--- config.mk ---
export PLATFORM = sky130hd
export DESIGN_NAME = oss_standby_ctrl
export DESIGN_NICKNAME = d
export VERILOG_FILES = /design/src/rtl/oss_pkg.sv /design/src/rtl/oss_settle_counter.sv /design/src/rtl/oss_sfr_regs.sv /design/src/rtl/oss_standby_ctrl.sv
export SDC_FILE = /design/constraint.sdc
export NUM_CORES = 1
export LEC_CHECK = 0
export ABC_AREA = 0
export CORE_MARGIN = 5
export CORE_UTILIZATION = 42
export CTS_BUF_LIST = sky130_fd_sc_hd__clkbuf_8
export CTS_CLUSTER_DIAMETER = 150
export DETAILED_ROUTE_END_ITERATION = 8
export DONT_BUFFER_PORTS = 1
export SKIP_LAST_GASP = 1
export SYNTH_ARGS = -nofsm -noshare
export SYNTH_HDL_FRONTEND = slang
export SYNTH_SLANG_ARGS = --single-unit
--- constraint.sdc ---
create_clock -name clk_sys -period 2.6 [get_ports clk_sys]
set_input_delay 0.13 -clock clk_sys [delete_from_list [all_inputs] [get_ports clk_sys]]
set_output_delay 0.13 -clock clk_sys [all_outputs]
set_load 0.02 [all_outputs]
--- src/rtl/oss_pkg.sv ---
/*
 * shared constants, state type and helper functions of the standby and
 * oscillation settle controller.
 * assumes a single 50 MHz system clock; oscillator activity arrives as
 * synchronous one-cycle tick pulses.
 */
package oss_pkg;

    // register addresses on the special function register port
    localparam logic [15:0] OSS_ADDR_STATUS = 16'hffa3;
    localparam logic [15:0] OSS_ADDR_WAIT_SEL = 16'hffa4;

    // reset values
    localparam logic [7:0] OSS_STATUS_RST = 8'h00;
    localparam logic [7:0] OSS_WAIT_SEL_RST = 8'h05;

    // field layout
    localparam int OSS_WAIT_MSB = 2;
    localparam int OSS_STATUS_MSB = 4;

    // wait-select codes
    localparam logic [2:0] OSS_CODE_2E11 = 3'h1;
    localparam logic [2:0] OSS_CODE_2E13 = 3'h2;
    localparam logic [2:0] OSS_CODE_2E14 = 3'h3;
    localparam logic [2:0] OSS_CODE_2E15 = 3'h4;
    localparam logic [2:0] OSS_CODE_2E16 = 3'h5;

    // settle durations in high-speed oscillator cycles
    localparam logic [16:0] OSS_CYC_2E11 = 17'h0_0800;
    localparam logic [16:0] OSS_CYC_2E13 = 17'h0_2000;
    localparam logic [16:0] OSS_CYC_2E14 = 17'h0_4000;
    localparam logic [16:0] OSS_CYC_2E15 = 17'h0_8000;
    localparam logic [16:0] OSS_CYC_2E16 = 17'h1_0000;

    // cpu stall after stop release on the internal clock, in its periods
    localparam logic [4:0] OSS_IRC_STALL = 5'h11;

    // cpu clock source encodings
    localparam logic [1:0] OSS_SRC_HS = 2'h0;
    localparam logic [1:0] OSS_SRC_INT = 2'h1;
    localparam logic [1:0] OSS_SRC_SUB = 2'h2;

    // controller states, one-hot
    typedef enum logic [4:0] {
        OSS_RUN = 5'h01,
        OSS_HALT = 5'h02,
        OSS_STOP = 5'h04,
        OSS_HS_WAIT = 5'h08,
        OSS_IRC_WAIT = 5'h10
    } oss_state_t;

    // wait code to cycle count; prohibited codes fall back to the longest
    function automatic logic [16:0] oss_code_cycles(input logic [2:0] code);
        case (code)
            OSS_CODE_2E11: oss_code_cycles = OSS_CYC_2E11;
            OSS_CODE_2E13: oss_code_cycles = OSS_CYC_2E13;
            OSS_CODE_2E14: oss_code_cycles = OSS_CYC_2E14;
            OSS_CODE_2E15: oss_code_cycles = OSS_CYC_2E15;
            default: oss_code_cycles = OSS_CYC_2E16;
        endcase
    endfunction : oss_code_cycles

    // thermometer status for a count: bit 4 first, bit 0 last
    function automatic logic [4:0] oss_status_of(input logic [16:0] cnt);
        oss_status_of = {cnt >= OSS_CYC_2E11, cnt >= OSS_CYC_2E13,
                         cnt >= OSS_CYC_2E14, cnt >= OSS_CYC_2E15,
                         cnt >= OSS_CYC_2E16};
    endfunction : oss_status_of

endpackage : oss_pkg

--- src/rtl/oss_settle_counter.sv ---
/*
 * oscillation settle counter: counts high-speed oscillator ticks from zero
 * up to a cap and keeps a sticky thermometer status.
 * assumes hs_tick pulses only while the oscillator really oscillates.
 */
module oss_settle_counter
    import oss_pkg::*;
(
    // clock and reset
    input wire logic clk_sys,
    input wire logic rst,
    // control
    input wire logic clear,
    input wire logic hs_tick,
    input wire logic [16:0] cap_cycles,
    // state
    output logic [16:0] count,
    output logic [4:0] status
);

    // tick counter, stops at the cap
    always_ff @(posedge clk_sys)
    begin
        if (rst || clear)
            count <= '0;
        else if (hs_tick && count < cap_cycles)
            count <= count + 17'h0_0001;
    end

    // sticky status, filled from bit 4 down
    always_ff @(posedge clk_sys)
    begin
        if (rst || clear)
            status <= OSS_STATUS_RST[4:0];
        else
            status <= status | oss_status_of(count);
    end

endmodule : oss_settle_counter

--- src/rtl/oss_sfr_regs.sv ---
/*
 * special function registers: settle status (read only) and wait select.
 * assumes the cpu presents one access per strobe on the sfr port.
 */
module oss_sfr_regs
    import oss_pkg::*;
(
    // clock and reset
    input wire logic clk_sys,
    input wire logic rst,
    // sfr port
    input wire logic [15:0] sfr_addr,
    input wire logic sfr_wr,
    input wire logic sfr_rd,
    input wire logic sfr_bit_op,
    input wire logic [2:0] sfr_bit_sel,
    input wire logic [7:0] sfr_wdata,
    output logic [7:0] sfr_rdata,
    // block side
    input wire logic [4:0] status_in,
    output logic [2:0] wait_code
);

    logic [7:0] rd_byte; // byte view of the addressed register

    // wait select, whole-byte writes only
    always_ff @(posedge clk_sys)
    begin
        if (rst)
            wait_code <= OSS_WAIT_SEL_RST[OSS_WAIT_MSB:0];
        else if (sfr_wr && !sfr_bit_op && sfr_addr == OSS_ADDR_WAIT_SEL)
            wait_code <= sfr_wdata[OSS_WAIT_MSB:0];
    end

    // read mux, unused upper bits read zero
    always_comb
    begin
        rd_byte = 8'h00;
        if (sfr_addr == OSS_ADDR_STATUS)
            rd_byte = {3'h0, status_in};
        else if (sfr_addr == OSS_ADDR_WAIT_SEL)
            rd_byte = {5'h00, wait_code};
    end

    // registered read data, held until the next read
    always_ff @(posedge clk_sys)
    begin
        if (rst)
            sfr_rdata <= 8'h00;
        else if (sfr_rd && sfr_bit_op)
            sfr_rdata <= {7'h00, rd_byte[sfr_bit_sel]};
        else if (sfr_rd)
            sfr_rdata <= rd_byte;
    end

endmodule : oss_sfr_regs

--- src/rtl/oss_standby_ctrl.sv ---
/*
 * standby controller: halt and stop modes, oscillator enables, cpu clock
 * gating, stop release wait and the settle status registers.
 * assumes instruction strobes are one-cycle pulses from the cpu, clock
 * select and halt bits are levels from the clock generator, and
 * oscillator ticks are synchronous one-cycle pulses.
 */

// Function
// - halt gates cpu clock, oscillators keep running
// - stop halts the high-speed oscillator
// - stop leaves on interrupt with wait; halt without
// - standby keeps registers, memory and port latches
// - internal oscillator keeps running through stop
// - internal clock cpu stalls 17 periods after stop
// - cpu resumes on its pre-standby clock source
// - reset: high-speed off, internal on, cpu internal
// - internal stop bit obeyed only if option allows
// - reset, stop or halt bits clear status
// - status fills bit 4 down to 0, sticky
// - after stop counter stops at selected wait
// - wait counted from oscillation start only
// - selected wait holds cpu only on high-speed clock
// - wait codes one to five select two-power waits
// - wait select resets 05h, byte writes only
// - status read only, bit or byte, upper zero
module oss_standby_ctrl
    import oss_pkg::*;
(
    // clock and reset
    input wire logic clk_sys,
    input wire logic rst,
    // instruction strobes and wake request
    input wire logic halt_exec,
    input wire logic stop_exec,
    input wire logic irq_request,
    // clock generator state
    input wire logic [1:0] cpu_clk_sel,
    input wire logic highspeed_osc_halt_bit,
    input wire logic main_clock_halt_bit,
    input wire logic internal_osc_halt_bit,
    input wire logic peripheral_clock_source_bit,
    input wire logic opt_internal_stoppable,
    // oscillator ticks
    input wire logic hs_osc_tick,
    input wire logic internal_osc_tick,
    // sfr port
    input wire logic [15:0] sfr_addr,
    input wire logic sfr_wr,
    input wire logic sfr_rd,
    input wire logic sfr_bit_op,
    input wire logic [2:0] sfr_bit_sel,
    input wire logic [7:0] sfr_wdata,
    output logic [7:0] sfr_rdata,
    // clock and standby controls
    output logic cpu_clk_run,
    output logic [1:0] cpu_clk_source,
    output logic hs_osc_enable,
    output logic internal_osc_enable,
    output logic periph_clk_run,
    output logic state_hold,
    output logic standby_halt,
    output logic standby_stop
);

    oss_state_t state; // current mode
    oss_state_t next_state; // mode for the next cycle
    logic stop_accept; // stop instruction taken this cycle
    logic stop_wake; // stop released this cycle
    logic hs_was_on; // high-speed oscillator ran before stop
    logic [4:0] irc_cnt; // internal periods seen since stop release
    logic [16:0] settle_cap; // counter limit
    logic [16:0] settle_cnt; // counter value
    logic [4:0] settle_status; // thermometer status
    logic [2:0] wait_code; // wait select field
    logic cnt_clear; // clear of counter and status
    logic settle_done; // selected wait has elapsed

    // stop is refused while the cpu runs on the subsystem clock
    assign stop_accept = (state == OSS_RUN) && stop_exec && !halt_exec
        && (cpu_clk_sel != OSS_SRC_SUB);
    assign stop_wake = (state == OSS_STOP) && irq_request;
    // stop or either halt bit restarts the settle measurement
    assign cnt_clear = stop_accept || highspeed_osc_halt_bit
        || main_clock_halt_bit;
    assign settle_done = settle_cnt >= settle_cap;

    // register block
    oss_sfr_regs u_regs (
        .clk_sys(clk_sys),
        .rst(rst),
        .sfr_addr(sfr_addr),
        .sfr_wr(sfr_wr),
        .sfr_rd(sfr_rd),
        .sfr_bit_op(sfr_bit_op),
        .sfr_bit_sel(sfr_bit_sel),
        .sfr_wdata(sfr_wdata),
        .sfr_rdata(sfr_rdata),
        .status_in(settle_status),
        .wait_code(wait_code)
    );

    // settle counter, advanced only by oscillator ticks
    oss_settle_counter u_settle (
        .clk_sys(clk_sys),
        .rst(rst),
        .clear(cnt_clear),
        .hs_tick(hs_osc_tick && hs_osc_enable),
        .cap_cycles(settle_cap),
        .count(settle_cnt),
        .status(settle_status)
    );

    // mode transitions
    always_comb
    begin
        next_state = state;
        case (state)
            OSS_RUN:
            begin
                if (halt_exec)
                    next_state = OSS_HALT;
                else if (stop_accept)
                    next_state = OSS_STOP;
            end
            OSS_HALT:
            begin
                // halt wakes at once, no wait
                if (irq_request)
                    next_state = OSS_RUN;
            end
            OSS_STOP:
            begin
                if (stop_wake && cpu_clk_source == OSS_SRC_HS)
                    next_state = OSS_HS_WAIT;
                else if (stop_wake)
                    next_state = OSS_IRC_WAIT;
            end
            OSS_HS_WAIT:
            begin
                // waits for the selected count of oscillator cycles
                if (settle_done)
                    next_state = OSS_RUN;
            end
            OSS_IRC_WAIT:
            begin
                if (irc_cnt == OSS_IRC_STALL)
                    next_state = OSS_RUN;
            end
            default: next_state = OSS_RUN;
        endcase
    end

    // state register
    always_ff @(posedge clk_sys)
    begin
        if (rst)
            state <= OSS_RUN;
        else
            state <= next_state;
    end

    // internal-oscillator period count during the post-stop stall
    always_ff @(posedge clk_sys)
    begin
        if (rst || state != OSS_IRC_WAIT)
            irc_cnt <= 5'h00;
        else if (internal_osc_tick && irc_cnt != OSS_IRC_STALL)
            irc_cnt <= irc_cnt + 5'h01;
    end

    // counter cap: selected wait after stop, full range otherwise
    always_ff @(posedge clk_sys)
    begin
        if (rst)
            settle_cap <= OSS_CYC_2E16;
        else if (stop_wake)
            settle_cap <= oss_code_cycles(wait_code);
        else if (highspeed_osc_halt_bit || main_clock_halt_bit)
            settle_cap <= OSS_CYC_2E16;
    end

    // remember whether the high-speed oscillator ran before stop
    always_ff @(posedge clk_sys)
    begin
        if (rst)
            hs_was_on <= 1'b0;
        else if (stop_accept)
            hs_was_on <= hs_osc_enable;
    end

    // high-speed oscillator enable
    always_ff @(posedge clk_sys)
    begin
        if (rst)
            hs_osc_enable <= 1'b0;
        else if (stop_accept)
            hs_osc_enable <= 1'b0;
        else if (stop_wake)
            hs_osc_enable <= hs_was_on;
        else if (state == OSS_RUN && next_state == OSS_RUN)
            hs_osc_enable <= !highspeed_osc_halt_bit;
    end

    // internal oscillator enable, kept through halt and stop
    always_ff @(posedge clk_sys)
    begin
        if (rst)
            internal_osc_enable <= 1'b1;
        else if (state == OSS_RUN && next_state == OSS_RUN)
            internal_osc_enable <= !(internal_osc_halt_bit
                && opt_internal_stoppable);
    end

    // cpu clock source, held while in standby
    always_ff @(posedge clk_sys)
    begin
        if (rst)
            cpu_clk_source <= OSS_SRC_INT;
        else if (state == OSS_RUN && next_state == OSS_RUN)
            cpu_clk_source <= cpu_clk_sel;
    end

    // cpu clock gate, open only in run
    always_ff @(posedge clk_sys)
    begin
        if (rst)
            cpu_clk_run <= 1'b1;
        else
            cpu_clk_run <= (next_state == OSS_RUN);
    end

    // retention hold for registers, memory and port latches
    always_ff @(posedge clk_sys)
    begin
        if (rst)
            state_hold <= 1'b0;
        else
            state_hold <= (next_state != OSS_RUN);
    end

    // peripheral prescaler clock, stopped in stop and its wake phase
    always_ff @(posedge clk_sys)
    begin
        if (rst)
            periph_clk_run <= 1'b0;
        else if (next_state == OSS_STOP || next_state == OSS_HS_WAIT
                 || next_state == OSS_IRC_WAIT)
            periph_clk_run <= 1'b0;
        else if (peripheral_clock_source_bit)
            periph_clk_run <= hs_osc_enable && settle_status[4];
        else
            periph_clk_run <= internal_osc_enable;
    end

    // mode flags for the rest of the chip
    always_ff @(posedge clk_sys)
    begin
        if (rst)
        begin
            standby_halt <= 1'b0;
            standby_stop <= 1'b0;
        end
        else
        begin
            standby_halt <= (next_state == OSS_HALT);
            standby_stop <= (next_state == OSS_STOP);
        end
    end
endmodule : oss_standby_ctrl

==> flow_metrics.tcl <==
set metrics [dict create \
    core-area_mm2 0.00635 \
    multi_input_area_mm2 0.00153 \
    dp_hpwl_um 4520 \
    grt_start_max_net_pins 23 \
    clock_path_buffers 2 \
    pin_count 61 \
    path_class "reg2reg" \
    final-setup-viol-count 0 \
    finalSetupTns_ps 0 \
    synth-main-ff-cell "dfxtp_1" \
    leakagePower_nw 1.04 \
    initial_utilization_pct 43.1 \
    n_fill_cell 627 \
    worstReg2RegStart "settle_cap[14]" \
    synthTopCellsByCount "55 x dfxtp_1, 36 x nor2_1, 26 x a21oi_1" \
    hold_end "internal_osc_enable" \
    cts_max_level 2 \
    hold_path_depth 3 \
    syn_inst 331 \
    avgSynthCellArea_um2 8.26 \
    grt_usage_pct 15.0 \
    synth_top_cell_area_share_pct 40.3 \
    synth_cell_types 47 \
    fin_crit_ps 2310 \
    endpoint_kind "flip-flop" \
    syn_to_final_growth_pct 9.70 \
    drcViolationCount 0 \
    relSlewSlack_pct 52.1 \
    seq_area_frac_synth_pct 40.3 \
    path_clk_slew_ps 100 \
    fp.dieW_um 90.7 \
    tightest_slew_ps 716 \
    yosys-top-cells-area "dfxtp_1 40%, nor2_1 4.9%, a21oi_1 4.8%, ha_1 4.1%, nand3_1 3.7%" \
    finalCritPeriodShare_pct 88.9 \
    die_h_um 90.7 \
    stdcell_area_mm2 0.00300 \
    cts_tree "done" \
    rsz0062_at_grt "false" \
    yosysTopAreaCell "dfxtp_1" \
    utilization_pct 47.3 \
    viasPerCell 5.66 \
    hold_start "internal_osc_halt_bit" \
    antennaDiodeCount 0 \
    reg2reg_depth 8 \
    power_mw 1.50 \
    clk_latency_ps 310 \
    drive_above_1_share_pct 4.68 \
    drtIter0Drc 86 \
    async_flop_share_pct 0 \
    cellPowerDensity_mw_per_mm2 499 \
    clockRootBuffer "clkbuf_8" \
    grt_pass1_vias 2203 \
    antenna_left 0 \
    grt_pass1_wl_um 10400 \
    antenna_found_initial 0 \
    cp.required_ps 2850 \
    pre_cts_slack_ps 233 \
    status "completed" \
    wl_per_cell_um 14.7 \
    hold_class "in2reg" \
    cts_buffers 5 \
    worst_setup_path_start_kind "flip-flop" \
    synth_most_common_cell "dfxtp_1" \
    synth-seq-cells 55 \
    wl_um 6160 \
    vias 2373 \
    regArea_mm2 0.00110 \
    syn_area_mm2 0.00274 \
    vdd_drop_max_mv 0.328 \
    skew_ps 10.3 \
    place_area_mm2 0.00282 \
    clock-sinks 55 \
    max-cap-violations 0 \
    synth-edff-count 0 \
    place.gp.congestion 0.770 \
    slew_viol_final 0 \
    max_freq_mhz 433 \
    ff2ff_setup_slack_ps 290 \
    gr-total-overflow 0 \
    hold_viol 0 \
    fp-row-count 29 \
    drt_pass1_iterations 4 \
    finalWorstSetupSlack_ps 289 \
    yosys_warnings 0 \
    final_nets 394 \
    portBuffers 0 \
    dieArea_mm2 0.00823 \
    r2r_end "u_settle.count[16]" \
    arrival_ps 2560 \
    cp_max_fo 22 \
]
## how the worst max path moves through the flow
stage,start,to
final,settle_cap[14],u_settle.count[16]
after global placement,settle_cap[14],u_settle.count[16]
after global routing,settle_cap[14],u_settle.count[16]
after detailed placement,u_settle.count[14],u_settle.count[16]
after CTS,settle_cap[14],u_settle.count[16]
after floorplan,settle_cap[14],u_settle.count[11]
## placed cells by master, fill, tap and decap left out, drive strengths merged, types with 3 or more instances in the layout
cell,n
o31ai,7
nor3,7
nand2,23
nor3b,4
dfxtp,55
ha,9
o2111ai,3
dlygate4sd3,9
clkinv,3
nand2b,5
mux2i,7
a21oi,26
or4,8
and3,7
nand4b,4
conb,3
nor2b,3
nor4,5
buf,7
nand3,20
nor4bb,3
inv,11
xor2,5
a31oi,5
nand4,12
or3,10
clkbuf,5
o21ai,17
nor2,36
## cells by family after synthesis
| kind of cell | Yosys count | share of synthesized area (%) |
|---|---|---|
| simple gates | 156 | 30.9 |
| compound gates | 70 | 15.6 |
| flops | 55 | 40.3 |
| buf+inv | 26 | 4.16 |
| fa+ha+maj | 9 | 4.12 |
| xor+xnor | 7 | 2.24 |
| mux | 7 | 2.56 |
| other cells | 1 | 0.137 |
## state kept, by name, indices dropped and copies added, names as in the netlist
| name | count |
|---|---|
| cpu_clk_source | 2 |
| standby_stop | 1 |
| settle_cap | 5 |
| state_hold | 1 |
| irc_cnt | 5 |
| hs_osc_enable | 1 |
| standby_halt | 1 |
| cpu_clk_run | 1 |
| internal_osc_enable | 1 |
| hs_was_on | 1 |
| periph_clk_run | 1 |
| u_regs.sfr_rdata | 5 |
| u_settle.count | 17 |
| u_regs.wait_code | 3 |
| u_settle.status | 5 |
| state | 5 |
## layer usage
| metal | GRT usage (%) | wire, um |
|---|---|---|
| met4 | 4.09 | 75 |
| met2 | 24.1 | 2840 |
| met5 | 0 | 0 |
| met1 | 19.9 | 2930 |
| met3 | 3.92 | 317 |
## report_power, final
part,internal [mW],switching (mW),total (mW)
sequential,0.863,0.0354,0.899
clock,0.190,0.282,0.473
combinational,0.0534,0.0736,0.127
## final cells by class
class                   instances  share of cell area (%)
well taps                      77                    3.21
flip-flops and latches         55                    36.7
repair buffers                 16                    4.75
clock inverters                 3                   0.709
clock buffers                   5                    2.29
multi-input cells             252                    51.0
inverters                      11                    1.38
## stage by stage
stage	hold slack (ps)	instances
floorplan	255	333
global placement	202	402
detailed placement	203	402
CTS	0.0553	419
global route	16.6	419
finish	10.4	419
## timing repair
item                       4_1_cts  5_1_grt
setup buffers                    0        0
hold endpoints to repair        23        0
hold buffers                     9        0
setup endpoints to repair        0        1
gates resized for setup          0        1
## worst max-delay path, stage by stage, from the launching register on
cell and delay (ps):
dfxtp_1 350, inv_1 40, ha_1 310, a21oi_1 150, o21ai_1 100, o41a_2 600
buf_4 220, or3_1 340, a21oi_1 140
(Power assumes the default switching activity.)
